==> src/rtl/terminal_pkg.sv <==
// Constants for the input terminal function decoder
package terminal_pkg;
  // Terminal layout: four plain terminals, then pulse_input_a and pulse_input_b
  localparam int NUM_TERM = 6;
  localparam int NUM_PLAIN = 4;
  localparam int IDX_PULSE_A = 4;
  localparam int IDX_PULSE_B = 5;
  localparam int CODE_W = 5;
  localparam int SYNC_STAGES = 2;

  // Register byte offsets
  localparam logic [7:0] OFS_FUNC_LO = 8'h00;
  localparam logic [7:0] OFS_FUNC_HI = 8'h04;
  localparam logic [7:0] OFS_PULSE_CFG = 8'h08;
  localparam logic [7:0] OFS_STATUS = 8'h0C;
  localparam logic [7:0] OFS_CMD = 8'h10;

  // Field positions
  localparam int FUNC_LANE_W = 8;
  localparam int PCFG_A_MODE = 0;
  localparam int PCFG_B_MODE = 1;
  localparam int PCFG_A_ROLE = 2;
  localparam int PCFG_B_ROLE = 3;
  localparam int ST_TERM_LSB = 0;
  localparam int ST_FAULT = 8;
  localparam int ST_STEP_LSB = 12;
  localparam int ST_RAMP_LSB = 16;
  localparam int ST_FREEZE = 20;
  localparam int CMD_FWD = 0;
  localparam int CMD_REV = 1;
  localparam int CMD_3WIRE = 2;
  localparam int CMD_JOG_F = 3;
  localparam int CMD_JOG_R = 4;
  localparam int CMD_COAST = 5;
  localparam int CMD_PAUSE = 6;
  localparam int CMD_UP = 7;
  localparam int CMD_DOWN = 8;
  localparam int CMD_CLR = 9;
  localparam int CMD_AB = 10;
  localparam int CMD_CA = 11;
  localparam int CMD_CB = 12;
  localparam int CMD_SEQP = 13;

  // Reset values
  localparam logic [CODE_W-1:0] FUNC_RST = 5'h00;
  localparam logic [3:0] PCFG_RST = 4'h0;

  // AXI responses
  localparam logic [1:0] RESP_OKAY = 2'h0;
  localparam logic [1:0] RESP_SLVERR = 2'h2;

  // Function codes
  localparam logic [CODE_W-1:0] FN_NONE = 5'h00;
  localparam logic [CODE_W-1:0] FN_FWD = 5'h01;
  localparam logic [CODE_W-1:0] FN_REV = 5'h02;
  localparam logic [CODE_W-1:0] FN_3WIRE = 5'h03;
  localparam logic [CODE_W-1:0] FN_JOG_F = 5'h04;
  localparam logic [CODE_W-1:0] FN_JOG_R = 5'h05;
  localparam logic [CODE_W-1:0] FN_COAST = 5'h06;
  localparam logic [CODE_W-1:0] FN_FRST = 5'h07;
  localparam logic [CODE_W-1:0] FN_PAUSE = 5'h08;
  localparam logic [CODE_W-1:0] FN_EXTF = 5'h09;
  localparam logic [CODE_W-1:0] FN_UP = 5'h0A;
  localparam logic [CODE_W-1:0] FN_DOWN = 5'h0B;
  localparam logic [CODE_W-1:0] FN_CLR = 5'h0C;
  localparam logic [CODE_W-1:0] FN_AB = 5'h0D;
  localparam logic [CODE_W-1:0] FN_CA = 5'h0E;
  localparam logic [CODE_W-1:0] FN_CB = 5'h0F;
  localparam logic [CODE_W-1:0] FN_STEP1 = 5'h10;
  localparam logic [CODE_W-1:0] FN_STEP2 = 5'h11;
  localparam logic [CODE_W-1:0] FN_STEP3 = 5'h12;
  localparam logic [CODE_W-1:0] FN_STEP4 = 5'h13;
  localparam logic [CODE_W-1:0] FN_FREEZE = 5'h14;
  localparam logic [CODE_W-1:0] FN_RAMP1 = 5'h15;
  localparam logic [CODE_W-1:0] FN_RAMP2 = 5'h16;
  localparam logic [CODE_W-1:0] FN_SEQ_RST = 5'h17;
  localparam logic [CODE_W-1:0] FN_SEQ_PAUSE = 5'h18;

  // Ramp time groups
  typedef enum logic [1:0] {
    RAMP_GROUP1,
    RAMP_GROUP2,
    RAMP_GROUP3,
    RAMP_GROUP4
  } ramp_group_t;
endpackage

==> src/rtl/level_sync.sv <==
// Two-stage synchroniser for asynchronous terminal levels
module level_sync
  import terminal_pkg::*;
#(
  parameter int WIDTH = NUM_TERM
) (
  input wire logic mclk,
  input wire logic rstn,
  input wire logic [WIDTH-1:0] async_in,
  output logic [WIDTH-1:0] sync_out
);
  logic [WIDTH-1:0] meta_ff;

  // First stage feeds only the second stage
  always_ff @(posedge mclk or negedge rstn) begin
    if (!rstn) begin
      meta_ff <= '0;
      sync_out <= '0;
    end else begin
      meta_ff <= async_in;
      sync_out <= meta_ff;
    end
  end
endmodule // level_sync

==> src/rtl/input_terminal_function_decoder.sv <==
// Multi-function input terminal decoder with AXI4-Lite configuration
//
// Chosen here: the AXI4-Lite slave port and the placing of the registers.
module input_terminal_function_decoder
  import terminal_pkg::*;
(
  input wire logic mclk,
  input wire logic rstn,
  // AXI4-Lite slave
  input wire logic [7:0] s_axi_awaddr,
  input wire logic s_axi_awvalid,
  output logic s_axi_awready,
  input wire logic [31:0] s_axi_wdata,
  input wire logic [3:0] s_axi_wstrb,
  input wire logic s_axi_wvalid,
  output logic s_axi_wready,
  output logic [1:0] s_axi_bresp,
  output logic s_axi_bvalid,
  input wire logic s_axi_bready,
  input wire logic [7:0] s_axi_araddr,
  input wire logic s_axi_arvalid,
  output logic s_axi_arready,
  output logic [31:0] s_axi_rdata,
  output logic [1:0] s_axi_rresp,
  output logic s_axi_rvalid,
  input wire logic s_axi_rready,
  // Terminals from external contacts
  input wire logic [NUM_PLAIN-1:0] terminal_in,
  input wire logic pulse_input_a,
  input wire logic pulse_input_b,
  // Pulse path towards measurement
  output logic pulse_a_train,
  output logic pulse_b_train,
  output logic pulse_a_is_encoder,
  output logic pulse_b_is_encoder,
  // Decoded commands
  output logic forward_run_cmd,
  output logic reverse_run_cmd,
  output logic three_wire_mode,
  output logic jog_forward_req,
  output logic jog_reverse_req,
  output logic coast_stop,
  output logic fault_reset_pulse,
  output logic run_pause,
  output logic ext_fault_alarm,
  output logic freq_up,
  output logic freq_down,
  output logic freq_offset_clear,
  output logic ref_swap_ab,
  output logic ref_swap_combo_a,
  output logic ref_swap_combo_b,
  output logic [3:0] speed_step,
  output ramp_group_t ramp_group,
  output logic seq_restart_pulse,
  output logic seq_pause
);

  logic [CODE_W-1:0] func_ff [NUM_TERM];
  logic [3:0] pcfg_ff;
  logic [NUM_TERM-1:0] term_sync;
  logic [NUM_TERM-1:0] digital_en;
  logic aw_got_ff;
  logic w_got_ff;
  logic [7:0] awaddr_ff;
  logic [31:0] wdata_ff;
  logic [3:0] wstrb_ff;
  logic do_write;
  logic fault_ff;
  logic frst_prev_ff;
  logic seqr_prev_ff;
  logic [3:0] step_ff;
  logic [3:0] nxt_step;
  logic [13:0] cmd_ff;
  logic [13:0] nxt_cmd;
  logic fn_frst;
  logic fn_extf;
  logic fn_seqr;
  logic fn_freeze;
  logic clr_fault_sw;
  logic [31:0] rd_word;
  logic rd_hit;

  // Asserted when any digital terminal carrying the given code is closed
  function automatic logic code_active(
    input logic [CODE_W-1:0] code,
    input logic [CODE_W-1:0] fsel [NUM_TERM],
    input logic [NUM_TERM-1:0] lvl,
    input logic [NUM_TERM-1:0] en
  );
    logic hit;
    hit = 1'b0;
    for (int i = 0; i < NUM_TERM; i++) begin
      if (en[i] && lvl[i] && fsel[i] == code && code != FN_NONE) begin
        hit = 1'b1;
      end
    end
    return hit;
  endfunction

  // Register map decode, shared by read and write paths
  function automatic logic is_mapped(input logic [7:0] addr);
    return addr == OFS_FUNC_LO || addr == OFS_FUNC_HI || addr == OFS_PULSE_CFG ||
      addr == OFS_STATUS || addr == OFS_CMD;
  endfunction

  // Contacts are asynchronous to mclk
  level_sync #(
    .WIDTH(NUM_TERM)
  ) u_sync (
    .mclk(mclk),
    .rstn(rstn),
    .async_in({pulse_input_b, pulse_input_a, terminal_in}),
    .sync_out(term_sync)
  );

  // Pulse-mode inputs leave function decoding entirely
  always_comb begin
    digital_en = '1;
    digital_en[IDX_PULSE_A] = ~pcfg_ff[PCFG_A_MODE];
    digital_en[IDX_PULSE_B] = ~pcfg_ff[PCFG_B_MODE];
  end

  // AXI write: address and data taken in either order
  assign s_axi_awready = !aw_got_ff && !s_axi_bvalid;
  assign s_axi_wready = !w_got_ff && !s_axi_bvalid;
  assign do_write = aw_got_ff && w_got_ff;

  always_ff @(posedge mclk or negedge rstn) begin
    if (!rstn) begin
      aw_got_ff <= 1'b0;
      awaddr_ff <= 8'h00;
    end else if (do_write) begin
      aw_got_ff <= 1'b0;
    end else if (s_axi_awvalid && s_axi_awready) begin
      aw_got_ff <= 1'b1;
      awaddr_ff <= s_axi_awaddr;
    end
  end

  always_ff @(posedge mclk or negedge rstn) begin
    if (!rstn) begin
      w_got_ff <= 1'b0;
      wdata_ff <= 32'h00000000;
      wstrb_ff <= 4'h0;
    end else if (do_write) begin
      w_got_ff <= 1'b0;
    end else if (s_axi_wvalid && s_axi_wready) begin
      w_got_ff <= 1'b1;
      wdata_ff <= s_axi_wdata;
      wstrb_ff <= s_axi_wstrb;
    end
  end

  // Write response one cycle after both halves are in
  always_ff @(posedge mclk or negedge rstn) begin
    if (!rstn) begin
      s_axi_bvalid <= 1'b0;
      s_axi_bresp <= RESP_OKAY;
    end else if (do_write) begin
      s_axi_bvalid <= 1'b1;
      s_axi_bresp <= is_mapped(awaddr_ff) ? RESP_OKAY : RESP_SLVERR;
    end else if (s_axi_bready) begin
      s_axi_bvalid <= 1'b0;
    end
  end

  // Function selection, one byte lane per terminal
  generate
    for (genvar t = 0; t < NUM_TERM; t++) begin : g_func
      localparam logic [7:0] T_OFS = (t < NUM_PLAIN) ? OFS_FUNC_LO : OFS_FUNC_HI;
      localparam int T_LANE = t % NUM_PLAIN;
      always_ff @(posedge mclk or negedge rstn) begin
        if (!rstn) begin
          func_ff[t] <= FUNC_RST;
        end else if (do_write && awaddr_ff == T_OFS && wstrb_ff[T_LANE]) begin
          func_ff[t] <= wdata_ff[T_LANE*FUNC_LANE_W +: CODE_W];
        end
      end
    end
  endgenerate

  // Pulse input mode and role
  always_ff @(posedge mclk or negedge rstn) begin
    if (!rstn) begin
      pcfg_ff <= PCFG_RST;
    end else if (do_write && awaddr_ff == OFS_PULSE_CFG && wstrb_ff[0]) begin
      pcfg_ff <= wdata_ff[3:0];
    end
  end

  assign clr_fault_sw = do_write && awaddr_ff == OFS_STATUS && wstrb_ff[1] &&
    wdata_ff[ST_FAULT];

  // Read path: registered data, one read at a time
  always_comb begin
    rd_word = 32'h00000000;
    rd_hit = is_mapped(s_axi_araddr);
    case (s_axi_araddr)
      OFS_FUNC_LO: begin
        for (int i = 0; i < NUM_PLAIN; i++) begin
          rd_word[i*FUNC_LANE_W +: CODE_W] = func_ff[i];
        end
      end
      OFS_FUNC_HI: begin
        rd_word[0 +: CODE_W] = func_ff[IDX_PULSE_A];
        rd_word[FUNC_LANE_W +: CODE_W] = func_ff[IDX_PULSE_B];
      end
      OFS_PULSE_CFG: rd_word[3:0] = pcfg_ff;
      OFS_STATUS: begin
        rd_word[ST_TERM_LSB +: NUM_TERM] = term_sync;
        rd_word[ST_FAULT] = fault_ff;
        rd_word[ST_STEP_LSB +: 4] = step_ff;
        rd_word[ST_RAMP_LSB +: 2] = ramp_group;
        rd_word[ST_FREEZE] = fn_freeze;
      end
      OFS_CMD: rd_word[13:0] = cmd_ff;
      default: rd_word = 32'h00000000;
    endcase
  end

  assign s_axi_arready = !s_axi_rvalid;

  always_ff @(posedge mclk or negedge rstn) begin
    if (!rstn) begin
      s_axi_rvalid <= 1'b0;
      s_axi_rdata <= 32'h00000000;
      s_axi_rresp <= RESP_OKAY;
    end else if (s_axi_arvalid && s_axi_arready) begin
      s_axi_rvalid <= 1'b1;
      s_axi_rdata <= rd_word;
      s_axi_rresp <= rd_hit ? RESP_OKAY : RESP_SLVERR;
    end else if (s_axi_rready) begin
      s_axi_rvalid <= 1'b0;
    end
  end

  // Level commands decoded from the terminals
  assign fn_frst = code_active(FN_FRST, func_ff, term_sync, digital_en);
  assign fn_extf = code_active(FN_EXTF, func_ff, term_sync, digital_en);
  assign fn_seqr = code_active(FN_SEQ_RST, func_ff, term_sync, digital_en);
  assign fn_freeze = code_active(FN_FREEZE, func_ff, term_sync, digital_en);

  always_comb begin
    nxt_cmd = '0;
    nxt_cmd[CMD_FWD] = code_active(FN_FWD, func_ff, term_sync, digital_en);
    nxt_cmd[CMD_REV] = code_active(FN_REV, func_ff, term_sync, digital_en);
    nxt_cmd[CMD_3WIRE] = code_active(FN_3WIRE, func_ff, term_sync, digital_en);
    nxt_cmd[CMD_JOG_F] = code_active(FN_JOG_F, func_ff, term_sync, digital_en);
    nxt_cmd[CMD_JOG_R] = code_active(FN_JOG_R, func_ff, term_sync, digital_en);
    nxt_cmd[CMD_COAST] = code_active(FN_COAST, func_ff, term_sync, digital_en);
    nxt_cmd[CMD_PAUSE] = code_active(FN_PAUSE, func_ff, term_sync, digital_en);
    nxt_cmd[CMD_UP] = code_active(FN_UP, func_ff, term_sync, digital_en);
    nxt_cmd[CMD_DOWN] = code_active(FN_DOWN, func_ff, term_sync, digital_en);
    nxt_cmd[CMD_CLR] = code_active(FN_CLR, func_ff, term_sync, digital_en);
    nxt_cmd[CMD_AB] = code_active(FN_AB, func_ff, term_sync, digital_en);
    nxt_cmd[CMD_CA] = code_active(FN_CA, func_ff, term_sync, digital_en);
    nxt_cmd[CMD_CB] = code_active(FN_CB, func_ff, term_sync, digital_en);
    nxt_cmd[CMD_SEQP] = code_active(FN_SEQ_PAUSE, func_ff, term_sync, digital_en);
  end

  always_ff @(posedge mclk or negedge rstn) begin
    if (!rstn) begin
      cmd_ff <= '0;
    end else begin
      cmd_ff <= nxt_cmd;
    end
  end

  assign forward_run_cmd = cmd_ff[CMD_FWD];
  assign reverse_run_cmd = cmd_ff[CMD_REV];
  assign three_wire_mode = cmd_ff[CMD_3WIRE];
  assign jog_forward_req = cmd_ff[CMD_JOG_F];
  assign jog_reverse_req = cmd_ff[CMD_JOG_R];
  assign coast_stop = cmd_ff[CMD_COAST];
  assign run_pause = cmd_ff[CMD_PAUSE];
  assign freq_up = cmd_ff[CMD_UP];
  assign freq_down = cmd_ff[CMD_DOWN];
  assign freq_offset_clear = cmd_ff[CMD_CLR];
  assign ref_swap_ab = cmd_ff[CMD_AB];
  assign ref_swap_combo_a = cmd_ff[CMD_CA];
  assign ref_swap_combo_b = cmd_ff[CMD_CB];
  assign seq_pause = cmd_ff[CMD_SEQP];

  // Edge pulses: a held contact must reset only once
  always_ff @(posedge mclk or negedge rstn) begin
    if (!rstn) begin
      frst_prev_ff <= 1'b0;
      seqr_prev_ff <= 1'b0;
      fault_reset_pulse <= 1'b0;
      seq_restart_pulse <= 1'b0;
    end else begin
      frst_prev_ff <= fn_frst;
      seqr_prev_ff <= fn_seqr;
      fault_reset_pulse <= fn_frst && !frst_prev_ff;
      seq_restart_pulse <= fn_seqr && !seqr_prev_ff;
    end
  end

  // External fault latch; a closed fault contact beats any clear
  always_ff @(posedge mclk or negedge rstn) begin
    if (!rstn) begin
      fault_ff <= 1'b0;
    end else if (fn_extf) begin
      fault_ff <= 1'b1;
    end else if ((fn_frst && !frst_prev_ff) || clr_fault_sw) begin
      fault_ff <= 1'b0;
    end
  end

  assign ext_fault_alarm = fault_ff;

  // Speed step index, held while frozen
  always_comb begin
    nxt_step = step_ff;
    if (!fn_freeze) begin
      nxt_step[0] = code_active(FN_STEP1, func_ff, term_sync, digital_en);
      nxt_step[1] = code_active(FN_STEP2, func_ff, term_sync, digital_en);
      nxt_step[2] = code_active(FN_STEP3, func_ff, term_sync, digital_en);
      nxt_step[3] = code_active(FN_STEP4, func_ff, term_sync, digital_en);
    end
  end

  always_ff @(posedge mclk or negedge rstn) begin
    if (!rstn) begin
      step_ff <= 4'h0;
    end else begin
      step_ff <= nxt_step;
    end
  end

  assign speed_step = step_ff;

  // Ramp group from the two selection terminals
  always_ff @(posedge mclk or negedge rstn) begin
    if (!rstn) begin
      ramp_group <= RAMP_GROUP1;
    end else begin
      case ({code_active(FN_RAMP2, func_ff, term_sync, digital_en),
             code_active(FN_RAMP1, func_ff, term_sync, digital_en)})
        2'h0: ramp_group <= RAMP_GROUP1;
        2'h1: ramp_group <= RAMP_GROUP2;
        2'h2: ramp_group <= RAMP_GROUP3;
        2'h3: ramp_group <= RAMP_GROUP4;
        default: ramp_group <= RAMP_GROUP1;
      endcase
    end
  end

  // Pulse trains pass only in pulse mode; zero otherwise
  always_ff @(posedge mclk or negedge rstn) begin
    if (!rstn) begin
      pulse_a_train <= 1'b0;
      pulse_b_train <= 1'b0;
      pulse_a_is_encoder <= 1'b0;
      pulse_b_is_encoder <= 1'b0;
    end else begin
      pulse_a_train <= pcfg_ff[PCFG_A_MODE] && term_sync[IDX_PULSE_A];
      pulse_b_train <= pcfg_ff[PCFG_B_MODE] && term_sync[IDX_PULSE_B];
      pulse_a_is_encoder <= pcfg_ff[PCFG_A_ROLE];
      pulse_b_is_encoder <= pcfg_ff[PCFG_B_ROLE];
    end
  end

endmodule // input_terminal_function_decoder

==> config.mk <==
export PLATFORM = sky130hd
export DESIGN_NAME = input_terminal_function_decoder
export DESIGN_NICKNAME = d
export VERILOG_FILES = /design/src/rtl/terminal_pkg.sv /design/src/rtl/level_sync.sv /design/src/rtl/input_terminal_function_decoder.sv
export SDC_FILE = /design/constraint.sdc
export NUM_CORES = 1
export LEC_CHECK = 0
export ABC_AREA = 1
export BUFFER_PORTS_ARGS = -buffer_cell sky130_fd_sc_hd__buf_4
export CAP_MARGIN = 15
export CORE_ASPECT_RATIO = 1.25
export CORE_MARGIN = 2
export CORE_UTILIZATION = 45
export DETAILED_ROUTE_END_ITERATION = 10
export PLACE_DENSITY = 0.67
export SLEW_MARGIN = 40
export SYNTH_ARGS = -nofsm -noshare
export SYNTH_HDL_FRONTEND = slang
export SYNTH_SLANG_ARGS = --single-unit
==> constraint.sdc <==
create_clock -name mclk -period 1.8 [get_ports mclk]
set_input_delay 0.36 -clock mclk [delete_from_list [all_inputs] [get_ports mclk]]
set_output_delay 0.36 -clock mclk [all_outputs]
set_load 0.05 [all_outputs]
# Word-level counts from Yosys, hierarchy flattened
# Index checks and enable logic that the tools add are counted.
# word_totals
out_inout_bits,68
input_bits,65
ff_bits,150
word_cells,553
# classes
bitwise,3
n_reduce_logical,194
n_eq_ne,155
mux,170
# op_table
op,n
$eq 5x5->1 const B,54
$eq 5x4->1 const B,48
$logic_and 1x1->1,169
$mux 1,154
$eq 5x3->1 const B,24
$eq 5x2->1 const B,12
$eq 8x4->1 const B,4
$eq 5x1->1 const B,6
$pmux 4 s5,1
$eq 8x3->1 const B,2
$eq 8x5->1 const B,2
$logic_not 8->1,2
$pmux 1 s4,3
$mux 2,5
$reduce_bool 2->1,5
$logic_or 1x1->1,9
$pmux 3 s3,1
$pmux 2 s4,1
$logic_not 1->1,6
$pmux 1 s2,3
$mux 5,1
$eq 2x2->1 const B,2
$pmux 2 s2,1
$reduce_and 2->1,2
other kinds (3),5

# Logic depth before layout (Yosys ltp)
# Gate-level depths: netlist (run 1).
# logic_depth
word_depth,12
mapped_depth,11
depth_no_buf,11

# By module
# Synthesis (run 1) repeated with hierarchy kept, for this count alone.
# hier_totals
hier_cells,886
area_unflattened_um2,6946.7
# modules_own_cells
module,cells_each,area_each_um2,n_inst,seq_area_each_um2
input_terminal_function_decoder,874,6646.4,1,3178.0
level_sync,12,300.3,1,300.3

# Least setup slack after synthesis (run 1)
# OpenSTA, ideal clock, no wires.
# synth_path
path_kind,reg2reg
start,register s_axi_bvalid
end,register wdata_ff[0]
setup_time_ns,0.133
n_path_buf,1
period_less_slack_ns,2.203
stages_incl_launch_ff,6
slack_ns,-0.403
arrival_time_ns,2.070
required_ns,1.667
path_cell_list,dfrtp_1 -> nor2_1 -> nand2_1 -> buf_2 -> nor2_1 -> a21oi_1
# synth_via
elab_chain_len,4
# synth_lines
element,line,source
start: declaration,input_terminal_function_decoder.sv:18,"output logic s_axi_bvalid,"
start signal: assignment,input_terminal_function_decoder.sv:157,s_axi_bvalid <= 1'b0;
start signal: assignment,input_terminal_function_decoder.sv:160,s_axi_bvalid <= 1'b1;
start signal: assignment,input_terminal_function_decoder.sv:163,s_axi_bvalid <= 1'b0;
$logic_not 1->1,input_terminal_function_decoder.sv:125,assign s_axi_wready = !w_got_ff && !s_axi_bvalid;
$logic_and 1x1->1,input_terminal_function_decoder.sv:125,
named net s_axi_wready,input_terminal_function_decoder.sv:16,"output logic s_axi_wready,"
$logic_and 1x1->1,input_terminal_function_decoder.sv:147,end else if (s_axi_wvalid && s_axi_wready) begin
$reduce_and 2->1 (no line),n/a,
end signal: assignment,input_terminal_function_decoder.sv:149,wdata_ff <= s_axi_wdata;
end: declaration,input_terminal_function_decoder.sv:65,logic [31:0] wdata_ff;
# The timed path passes the listed nets, and every way through them passes these cells.
# A chain may end at the register's enable or synchronous reset.

# Worst setup path in the final report (run 1)
# layout_path
start,register func_ff[4] in the netlist's numbering
end,register step_ff[3] (netlist: speed_step[3])
# layout_via
elab_chain_len,3
word_cells_on_any_way,6
classes_between,eq/ne: 2; mux: 2; reduce/logical: 2
# layout_lines
element,line,source
start: declaration,input_terminal_function_decoder.sv:58,logic [CODE_W-1:0] func_ff [NUM_TERM];
start signal: indexed assignment,input_terminal_function_decoder.sv:176,func_ff[t] <= wdata_ff[T_LANE*FUNC_LANE_W +: CODE_W];
$eq 5x5->1,input_terminal_function_decoder.sv:93,if (en[i] && lvl[i] && fsel[i] == code && code != FN_NONE) begin
$logic_and 1x1->1,input_terminal_function_decoder.sv:93,
$mux 1,input_terminal_function_decoder.sv:93,
end signal: assignment,input_terminal_function_decoder.sv:327,step_ff <= nxt_step;
end: declaration,input_terminal_function_decoder.sv:71,logic [3:0] step_ff;
# Several ways; a longest one is shown, not always the timed one.

==> metrics, run 1 <==
sum of negative setup slack 0 ns; TritonRoute pass-1 iters 7; total via count in the routed design 6415; clock slew at the register clock pins of the worst setup and hold paths 0.07 ns; number of antenna violations at the first check in global routing 0; post-synth design cell area roughly 0.0070 mm^2; highest attainable clock frequency between 0.6 and 0.7 GHz; sum of overflow across all layers after global routing 0; crit path time final 1.61 ns; worst vdd rail ir drop between 1 and 1.5 mV; total power per unit cell area 1120 mW/mm^2; combinational group share of total power 23.2%; clock tree from TritonCTS built; Buf/Inv on CP 2; P_int around 0.0065 W; slew of the pin with the lowest slew margin approximately 0.54 ns; global-route usage over all layers a little over a quarter; count of warnings emitted by yosys 0; number of clock sinks about 140; library cell appearing most often on the critical path sky130_fd_sc_hd__nand2_1; worst clock skew between 0.01 and 0.015 ns; Mean Syn Cell Area between 7 and 8 um^2; Final Max Tran Viols 0; TritonCTS buffer count 17; Critical Path Slowest Stage Cell sky130_fd_sc_hd__dfrtp_1; DRT iter0 DRCs roughly 420; area grow syn2layout 26.4%; status complete, no violations; antenna diode instance count 0; critical path's top delay family simple AND/OR/NAND/NOR gates; height of the die 143 um; post-synthesis sequential area ratio between 40% and 50%; Critical Path, Cell by Cell nand3_1 -> inv_2 -> nand2_1 -> nand2_1 -> nor2_2 -> nand2_4 -> inv_2 -> o21ai_1 -> nand2_1; count of port buffers added during placement roughly 110; flip-flop cell with the highest count after synthesis sky130_fd_sc_hd__dfrtp_1; number of H-tree levels 4; Hold Crit Class in2reg; latest clock arrival within the worst-skew pair roughly 0.43 ns; sw frac approximately 34%; wirelength, routed around 21000 um; Critical Setup Path Class reg2reg; detail-routed via count per cell 5.15; pin count of the biggest net entering global routing 57; half-perimeter wire length after placement about 17000 um; Crit. End Element flip-flop; area of the core between 0.015 and 0.02 mm^2; critical path fanouts, max 7; vias in the first global route 6219; Die W roughly 120 um; share of final-layout standard cells stronger than drive strength 1 approximately 22%; power dissipated by switching net loads ~0.0034 W; clock network fraction of total power a little over a third; maximum number of buffers from clock root to sink 2; die area roughly 0.017 mm^2; portion of the clock cycle consumed by the worst path in the final layout roughly nine tenths; number of nets at the end of the flow 1090; site row count 50; effective utilization at floorplan a little under half; Leak Pwr approximately 4.4 nW; fill count 1432; Worst path max stage delay 0.46 ns; FFs w/ async S/R, synth 100%; Clk Tree Root Cell sky130_fd_sc_hd__clkbuf_16; # DRC 0; Max-Cap Viols 0; remaining antenna violation count after routing 0; Worst slew margin 64.0%; Wirelength per Cell about 17 um; final weighted congestion of routability-driven global placement 1.02; critical path data arrival time ~2.0 ns; required time of the critical path 2.16 ns; Post-CTS Setup Inserts 0; synthesized instance count a little under 900; number of library cell types mapped by synthesis 38; number of flops mapped to enable cells by yosys 0; overall power 0.00991 W; unrepaired setup endpoints after global routing no; nature of the critical path startpoint flip-flop; post-synthesis register bit count approximately 140; global-route wire length before repair between 30000 and 40000 um; sequential fraction of design power roughly 40%; setup-violating endpoint count in the final report 0; Final Hold Fails 0; number of top-level pins ~130
==> final timing paths <==
| path | from | to | slack, ns | cells past startpoint |
|---|---|---|---|---|
| setup / recovery | func_ff[4] | speed_step[3] | 0.19 | 9 |
| hold / removal | terminal_in[0] | u_sync.meta_ff[0] | 0.03 | 1 |
| setup reg to reg | func_ff[4] | speed_step[3] | 0.19 | 9 |
| hold reg to reg | u_sync.meta_ff[5] | u_sync.sync_out[5] | 0.35 | 0 |
| max in group asynchronous | rstn | s_axi_rdata[28] | 0.78 | 3 |
| min in group asynchronous | rstn | wdata_ff[3] | 0.40 | 2 |
==> layout by cell type, fill, tap and decap left out, types with 9 or more instances in the layout <==
master | synthesis | layout
sky130_fd_sc_hd__a21oi_1 | 47 | 47
sky130_fd_sc_hd__buf_4 | 8 | 131
sky130_fd_sc_hd__clkbuf_16 | 0 | 17
sky130_fd_sc_hd__dfrtp_1 | 139 | 138
sky130_fd_sc_hd__inv_1 | 97 | 96
sky130_fd_sc_hd__mux2_2 | 10 | 10
sky130_fd_sc_hd__nand2_1 | 236 | 236
sky130_fd_sc_hd__nand3_1 | 58 | 58
sky130_fd_sc_hd__nand3_2 | 9 | 9
sky130_fd_sc_hd__nand4_1 | 10 | 10
sky130_fd_sc_hd__nor2_1 | 107 | 105
sky130_fd_sc_hd__nor3_1 | 27 | 27
sky130_fd_sc_hd__o21ai_0 | 45 | 45
sky130_fd_sc_hd__o21ai_1 | 12 | 12
sky130_fd_sc_hd__o22ai_1 | 9 | 9
==> sequential cells by signal, summed over array words and instances, names as in the netlist, 2 cells and up <==
register         flops
awaddr_ff            8
cmd_ff              14
func_ff             30
pcfg_ff              4
ramp_group           2
s_axi_rdata         26
speed_step           4
u_sync.meta_ff       6
u_sync.sync_out      6
wdata_ff            20
wstrb_ff             4
==> cells by family after synthesis <==
group,Yosys count,share of synthesized area [%]
muxes,10,1.61
other,1,0.0538
AOI/OAI and AO/OA,133,10.9
buffers and inverters,129,7.78
DFF,139,49.9
and+or+nand+nor,472,29.8
==> metal layers <==
| metal | vias up | share of wire (%) | GRT usage (%) |
|---|---|---|---|
| li1 | 3132 | - | - |
| met1 | 3014 | 43 | 35.0 |
| met2 | 231 | 49 | 45.2 |
| met3 | 38 | 4.9 | 4.88 |
| met4 | 0 | 3.4 | 11.4 |
| met5 | - | 0 | 0 |
==> per-stage QoR <==
stage               util (%)  std cells  hold WS, ns  setup WS [ns]  area (um^2)
finish                  58.5       1246       0.0295          0.186         8820
global route            58.5       1246       0.0208         0.0483         8820
CTS                     58.5       1246       0.0250          0.206         8820
detailed placement      54.4       1213        0.283          0.198         8200
global placement        54.4       1213        0.283          0.224         8200
floorplan                  -        891       0.0644         0.0473         7020
==> cell usage after synthesis, types with 2 or more instances <==
| library cell | instances | area share, % |
|---|---|---|
| sky130_fd_sc_hd__a21oi_1 | 47 | 3.4 |
| sky130_fd_sc_hd__a31oi_1 | 3 | 0.27 |
| sky130_fd_sc_hd__buf_2 | 8 | 0.57 |
| sky130_fd_sc_hd__buf_4 | 8 | 0.86 |
| sky130_fd_sc_hd__buf_6 | 2 | 0.32 |
| sky130_fd_sc_hd__clkbuf_1 | 3 | 0.16 |
| sky130_fd_sc_hd__dfrtp_1 | 139 | 50 |
| sky130_fd_sc_hd__inv_1 | 97 | 5.2 |
| sky130_fd_sc_hd__inv_2 | 8 | 0.43 |
| sky130_fd_sc_hd__mux2_2 | 10 | 1.6 |
| sky130_fd_sc_hd__nand2_1 | 236 | 13 |
| sky130_fd_sc_hd__nand2_2 | 5 | 0.45 |
| sky130_fd_sc_hd__nand2_4 | 2 | 0.32 |
| sky130_fd_sc_hd__nand3_1 | 58 | 4.2 |
| sky130_fd_sc_hd__nand3_2 | 9 | 1.3 |
| sky130_fd_sc_hd__nand4_1 | 10 | 0.90 |
| sky130_fd_sc_hd__nor2_1 | 107 | 5.8 |
| sky130_fd_sc_hd__nor2_2 | 7 | 0.63 |
| sky130_fd_sc_hd__nor2_4 | 6 | 0.97 |
| sky130_fd_sc_hd__nor3_1 | 27 | 1.9 |
| sky130_fd_sc_hd__o211ai_1 | 6 | 0.65 |
| sky130_fd_sc_hd__o21ai_0 | 45 | 3.2 |
| sky130_fd_sc_hd__o21ai_1 | 12 | 0.86 |
| sky130_fd_sc_hd__o22ai_1 | 9 | 0.81 |
| sky130_fd_sc_hd__o31ai_2 | 7 | 1.3 |
==> area by class of cell <==
| class | count | area, um^2 | share of cell area [%] |
|---|---|---|---|
| Sequential cell | 139 | 3480 | 39.5 |
| Inverter | 108 | 413 | 4.68 |
| Multi-Input combinational cell | 623 | 3000 | 34.0 |
| Clock inverter | 15 | 176 | 2.00 |
| Clock buffer | 17 | 425 | 4.83 |
| Tap cell | 208 | 260 | 2.95 |
| Timing Repair Buffer | 136 | 1060 | 12.1 |
==> repair_timing <==
item                       4_1_cts  5_1_grt
setup endpoints to repair        0        0
hold buffers                     1        0
hold endpoints to repair        35        0
gates resized for setup          0        0
==> power by group through the flow <==
stage / clock network, W / logic, W / registers (W)
floorplan: 0 / 0.00126 / 0.00435
global route: 0.00376 / 0.00253 / 0.00412
global placement: 0 / 0.00227 / 0.00408
finish: 0.00356 / 0.00229 / 0.00405
CTS: 0.00361 / 0.00232 / 0.00405
detailed placement: 0 / 0.00231 / 0.00410
No activity file was read; power rests on OpenSTA's default activity.
==> run 2: changes to the inputs <==
Settings changed: BUFFER_PORTS_ARGS -buffer_cell sky130_fd_sc_hd__buf_4 to unset, DONT_BUFFER_PORTS set to 1, PLACE_DENSITY 0.67 to unset.
==> run 2 against run 1 <==
Compared with the run above: the flow now finishes with violations (negative hold slack); combinational power fell by 28%; clock-buffer cell count rose by 1; register-to-register slack improved by 0.04 ns; sequential power rose by 7.7%; largest cell class unchanged; cell count fell by 9.0%; worst setup slack improved by 0.037 ns; global-route usage fell by 0.45 points; utilization fell by 5.4 points; via count fell by 8.0%; critical path depth fell by 3; worst hold slack got worse by 0.41 ns; cell area fell by 9.2%.
==> metrics, run 2 (synthesis gave the netlist of run 1 again) <==
status complete, but fails checks (was complete, no violations); failing checks negative hold slack; register with the most flip-flops func_ff (unchanged); power dissipated by switching net loads 0.00325 W (was 0.00341 W); share of final-layout standard cells stronger than drive strength 1 12.2% (was 22.2%); TritonRoute pass-1 iters 5 (was 7); number of nets at the end of the flow 978 (was 1090); sum of overflow across all layers after global routing 0 (unchanged); count of port buffers added during placement 0 (was 112); flop-to-flop setup slack 0.22 ns (was 0.19 ns); reg2reg start u_sync.sync_out[3] (was func_ff[4]); worst vdd rail ir drop 0.911 mV (was 1.14 mV); Worst slew margin 59.3% (was 64.0%); unrepaired setup endpoints after global routing no (unchanged); Final Hold Fails 139 (was 0); half-perimeter wire length after placement 16300 um (was 17000 um); Post-CTS Setup Inserts 0 (unchanged); total via count in the routed design 5905 (was 6415); wirelength, routed 21000 um (was 21500 um); area of the core 0.0151 mm^2 (unchanged); Max-Cap Viols 0 (unchanged); critical path fanouts, max 6 (was 7); global-route usage over all layers 26.8% (was 27.3%); clock network fraction of total power 38.9% (was 35.9%); Leak Pwr 3.87 nW (was 4.42 nW); global-route wire length before repair 32700 um (was 33300 um); vias in the first global route 5843 (was 6219); placed standard-cell area 0.00730 mm^2 (was 0.00820 mm^2); crit path time final 1.58 ns (was 1.61 ns); clock slew at the register clock pins of the worst setup and hold paths 0.06 ns (was 0.07 ns); highest attainable clock frequency 0.634 GHz (was 0.620 GHz); Clk Tree Root Cell sky130_fd_sc_hd__clkbuf_16 (unchanged); DRT iter0 DRCs 393 (was 416); critical path data arrival time 1.91 ns (was 1.98 ns); Crit. End Element flip-flop (unchanged); Critical path origin u_sync.sync_out[3] (was func_ff[4]); latest clock arrival within the worst-skew pair 0.43 ns (about the same); sw frac 33.0% (was 34.4%); combinational group share of total power 16.9% (was 23.2%); post-route cell area 0.00800 mm^2 (was 0.00882 mm^2); Final Max Tran Viols 0 (unchanged); height of the die 143 um (unchanged); required time of the critical path 2.14 ns (was 2.16 ns); Fin Hold WS -0.377 ns (was 0.0295 ns); worst clock skew 0.00652 ns (was 0.0117 ns); maximum number of buffers from clock root to sink 2 (unchanged); die area 0.0165 mm^2 (unchanged); post-layout instance count excluding filler cells 1134 (was 1246); antenna diode instance count 0 (unchanged); remaining antenna violation count after routing 0 (unchanged); effective utilization at floorplan 46.3% (unchanged); number of cells on the worst reg-to-reg path 6 (was 9); Die W 115 um (unchanged); setup-violating endpoint count in the final report 0 (unchanged); clock tree from TritonCTS built (unchanged); slew of the pin with the lowest slew margin 0.610 ns (was 0.536 ns); site row count 50 (unchanged); portion of the clock cycle consumed by the worst path in the final layout 87.6% (was 89.6%); flip-flop count of the largest register after layout 30 (unchanged); number of top-level pins 133 (unchanged); commonest non-fill, non-tap cell in the layout sky130_fd_sc_hd__nand2_1 (unchanged); number of instances in the placed design 1096 (was 1213); R2R Path End cmd_ff[7] (was speed_step[3]); # DRC 0 (unchanged); TritonCTS buffer count 17 (unchanged); total power per unit cell area 1230 mW/mm^2 (was 1120 mW/mm^2); Wirelength per Cell 18.5 um (was 17.2 um); P_int 0.00660 W (was 0.00649 W); area grow syn2layout 14.7% (was 26.4%); Hold Crit Class in2async (was in2reg); registers with the most flip-flops func_ff (30), s_axi_rdata (26), wdata_ff (20) (unchanged); nature of the critical path startpoint flip-flop (unchanged); overall power 0.00986 W (was 0.00991 W); endpoint of the most critical setup path cmd_ff[7] (was speed_step[3]); number of clock sinks 139 (unchanged); post-cts resize count 0 (unchanged); sum of negative setup slack 0 ns (unchanged); final weighted congestion of routability-driven global placement 0.944 (was 1.02); commonest cells after routing, fill and taps aside sky130_fd_sc_hd__nand2_1, sky130_fd_sc_hd__dfrtp_1, sky130_fd_sc_hd__nor2_1, sky130_fd_sc_hd__inv_1, sky130_fd_sc_hd__nand3_1 (was sky130_fd_sc_hd__nand2_1, sky130_fd_sc_hd__dfrtp_1, sky130_fd_sc_hd__buf_4, sky130_fd_sc_hd__nor2_1, sky130_fd_sc_hd__inv_1); number of buffers inserted for hold repair after clock tree synthesis 6 (was 1); number of antenna violations at the first check in global routing 0 (unchanged); pin count of the biggest net entering global routing 140 (was 57); Critical Setup Path Class reg2reg (unchanged); sequential fraction of design power 44.3% (was 40.9%); detail-routed via count per cell 5.21 (was 5.15); number of H-tree levels 4 (unchanged)
## run 2: cell types whose count changed in the layout (fill, tap and decap cells not counted), sizes merged
cell         delta
clkbuf          +1
buf           -117
clkinvlp        -3
bufinv          +2
dlygate4sd3     +5
## run 2: stage by stage
step	hold slack [ns]	util, %	worst slack, ns
global route	-0.395	53.1	0.101
CTS	-0.388	53.1	0.227
floorplan	0.0644	-	0.0473
global placement	0.0670	48.4	0.272
detailed placement	0.0677	48.4	0.265
finish	-0.377	53.1	0.223
## run 2: cell type report
| type | instances | area [um^2] |
|---|---|---|
| clock buffers | 18 | 439 |
| multi-input cells | 623 | 3000 |
| inverters | 108 | 413 |
| well taps | 208 | 260 |
| repair buffers | 24 | 208 |
| flip-flops and latches | 139 | 3480 |
| fillers | 1495 | 7070 |
| clock inverters | 14 | 208 |
## run 2: worst min path at each step
stage	slack (ns)	start	end	depth (start not counted)
3_3_place_gp	0.07	rstn	u_sync.sync_out[5]	0
6_report	-0.38	rstn	u_sync.sync_out[5]	0
2_1_floorplan	0.06	rstn	aw_got_ff	0
4_1_cts	-0.39	rstn	u_sync.sync_out[5]	0
3_5_place_dp	0.07	rstn	u_sync.sync_out[5]	0
5_1_grt	-0.40	rstn	u_sync.meta_ff[5]	0
## run 2: critical path, stage by stage (launching register included)
cell	delay (ns)
sky130_fd_sc_hd__dfrtp_1	0.47
sky130_fd_sc_hd__nand2_1	0.16
sky130_fd_sc_hd__inv_1	0.19
sky130_fd_sc_hd__nand2_1	0.16
sky130_fd_sc_hd__o22ai_1	0.27
sky130_fd_sc_hd__nor2_1	0.12
sky130_fd_sc_hd__o211ai_1	0.11
## run 2: power by group through the flow
stage | registers, W | logic (W) | clock network, W
4_1_cts | 0.00437 | 0.00168 | 0.00391
2_1_floorplan | 0.00435 | 0.00126 | 0
6_report | 0.00436 | 0.00166 | 0.00383
3_3_place_gp | 0.00441 | 0.00165 | 0
5_1_grt | 0.00443 | 0.00188 | 0.00406
3_5_place_dp | 0.00442 | 0.00167 | 0
## run 2: layer usage
layer | share of wire, % | track usage [%]
met1 | 42 | 35.0
met2 | 46 | 42.4
met3 | 6.3 | 4.75
met4 | 5.0 | 14.1
met5 | 0 | 0
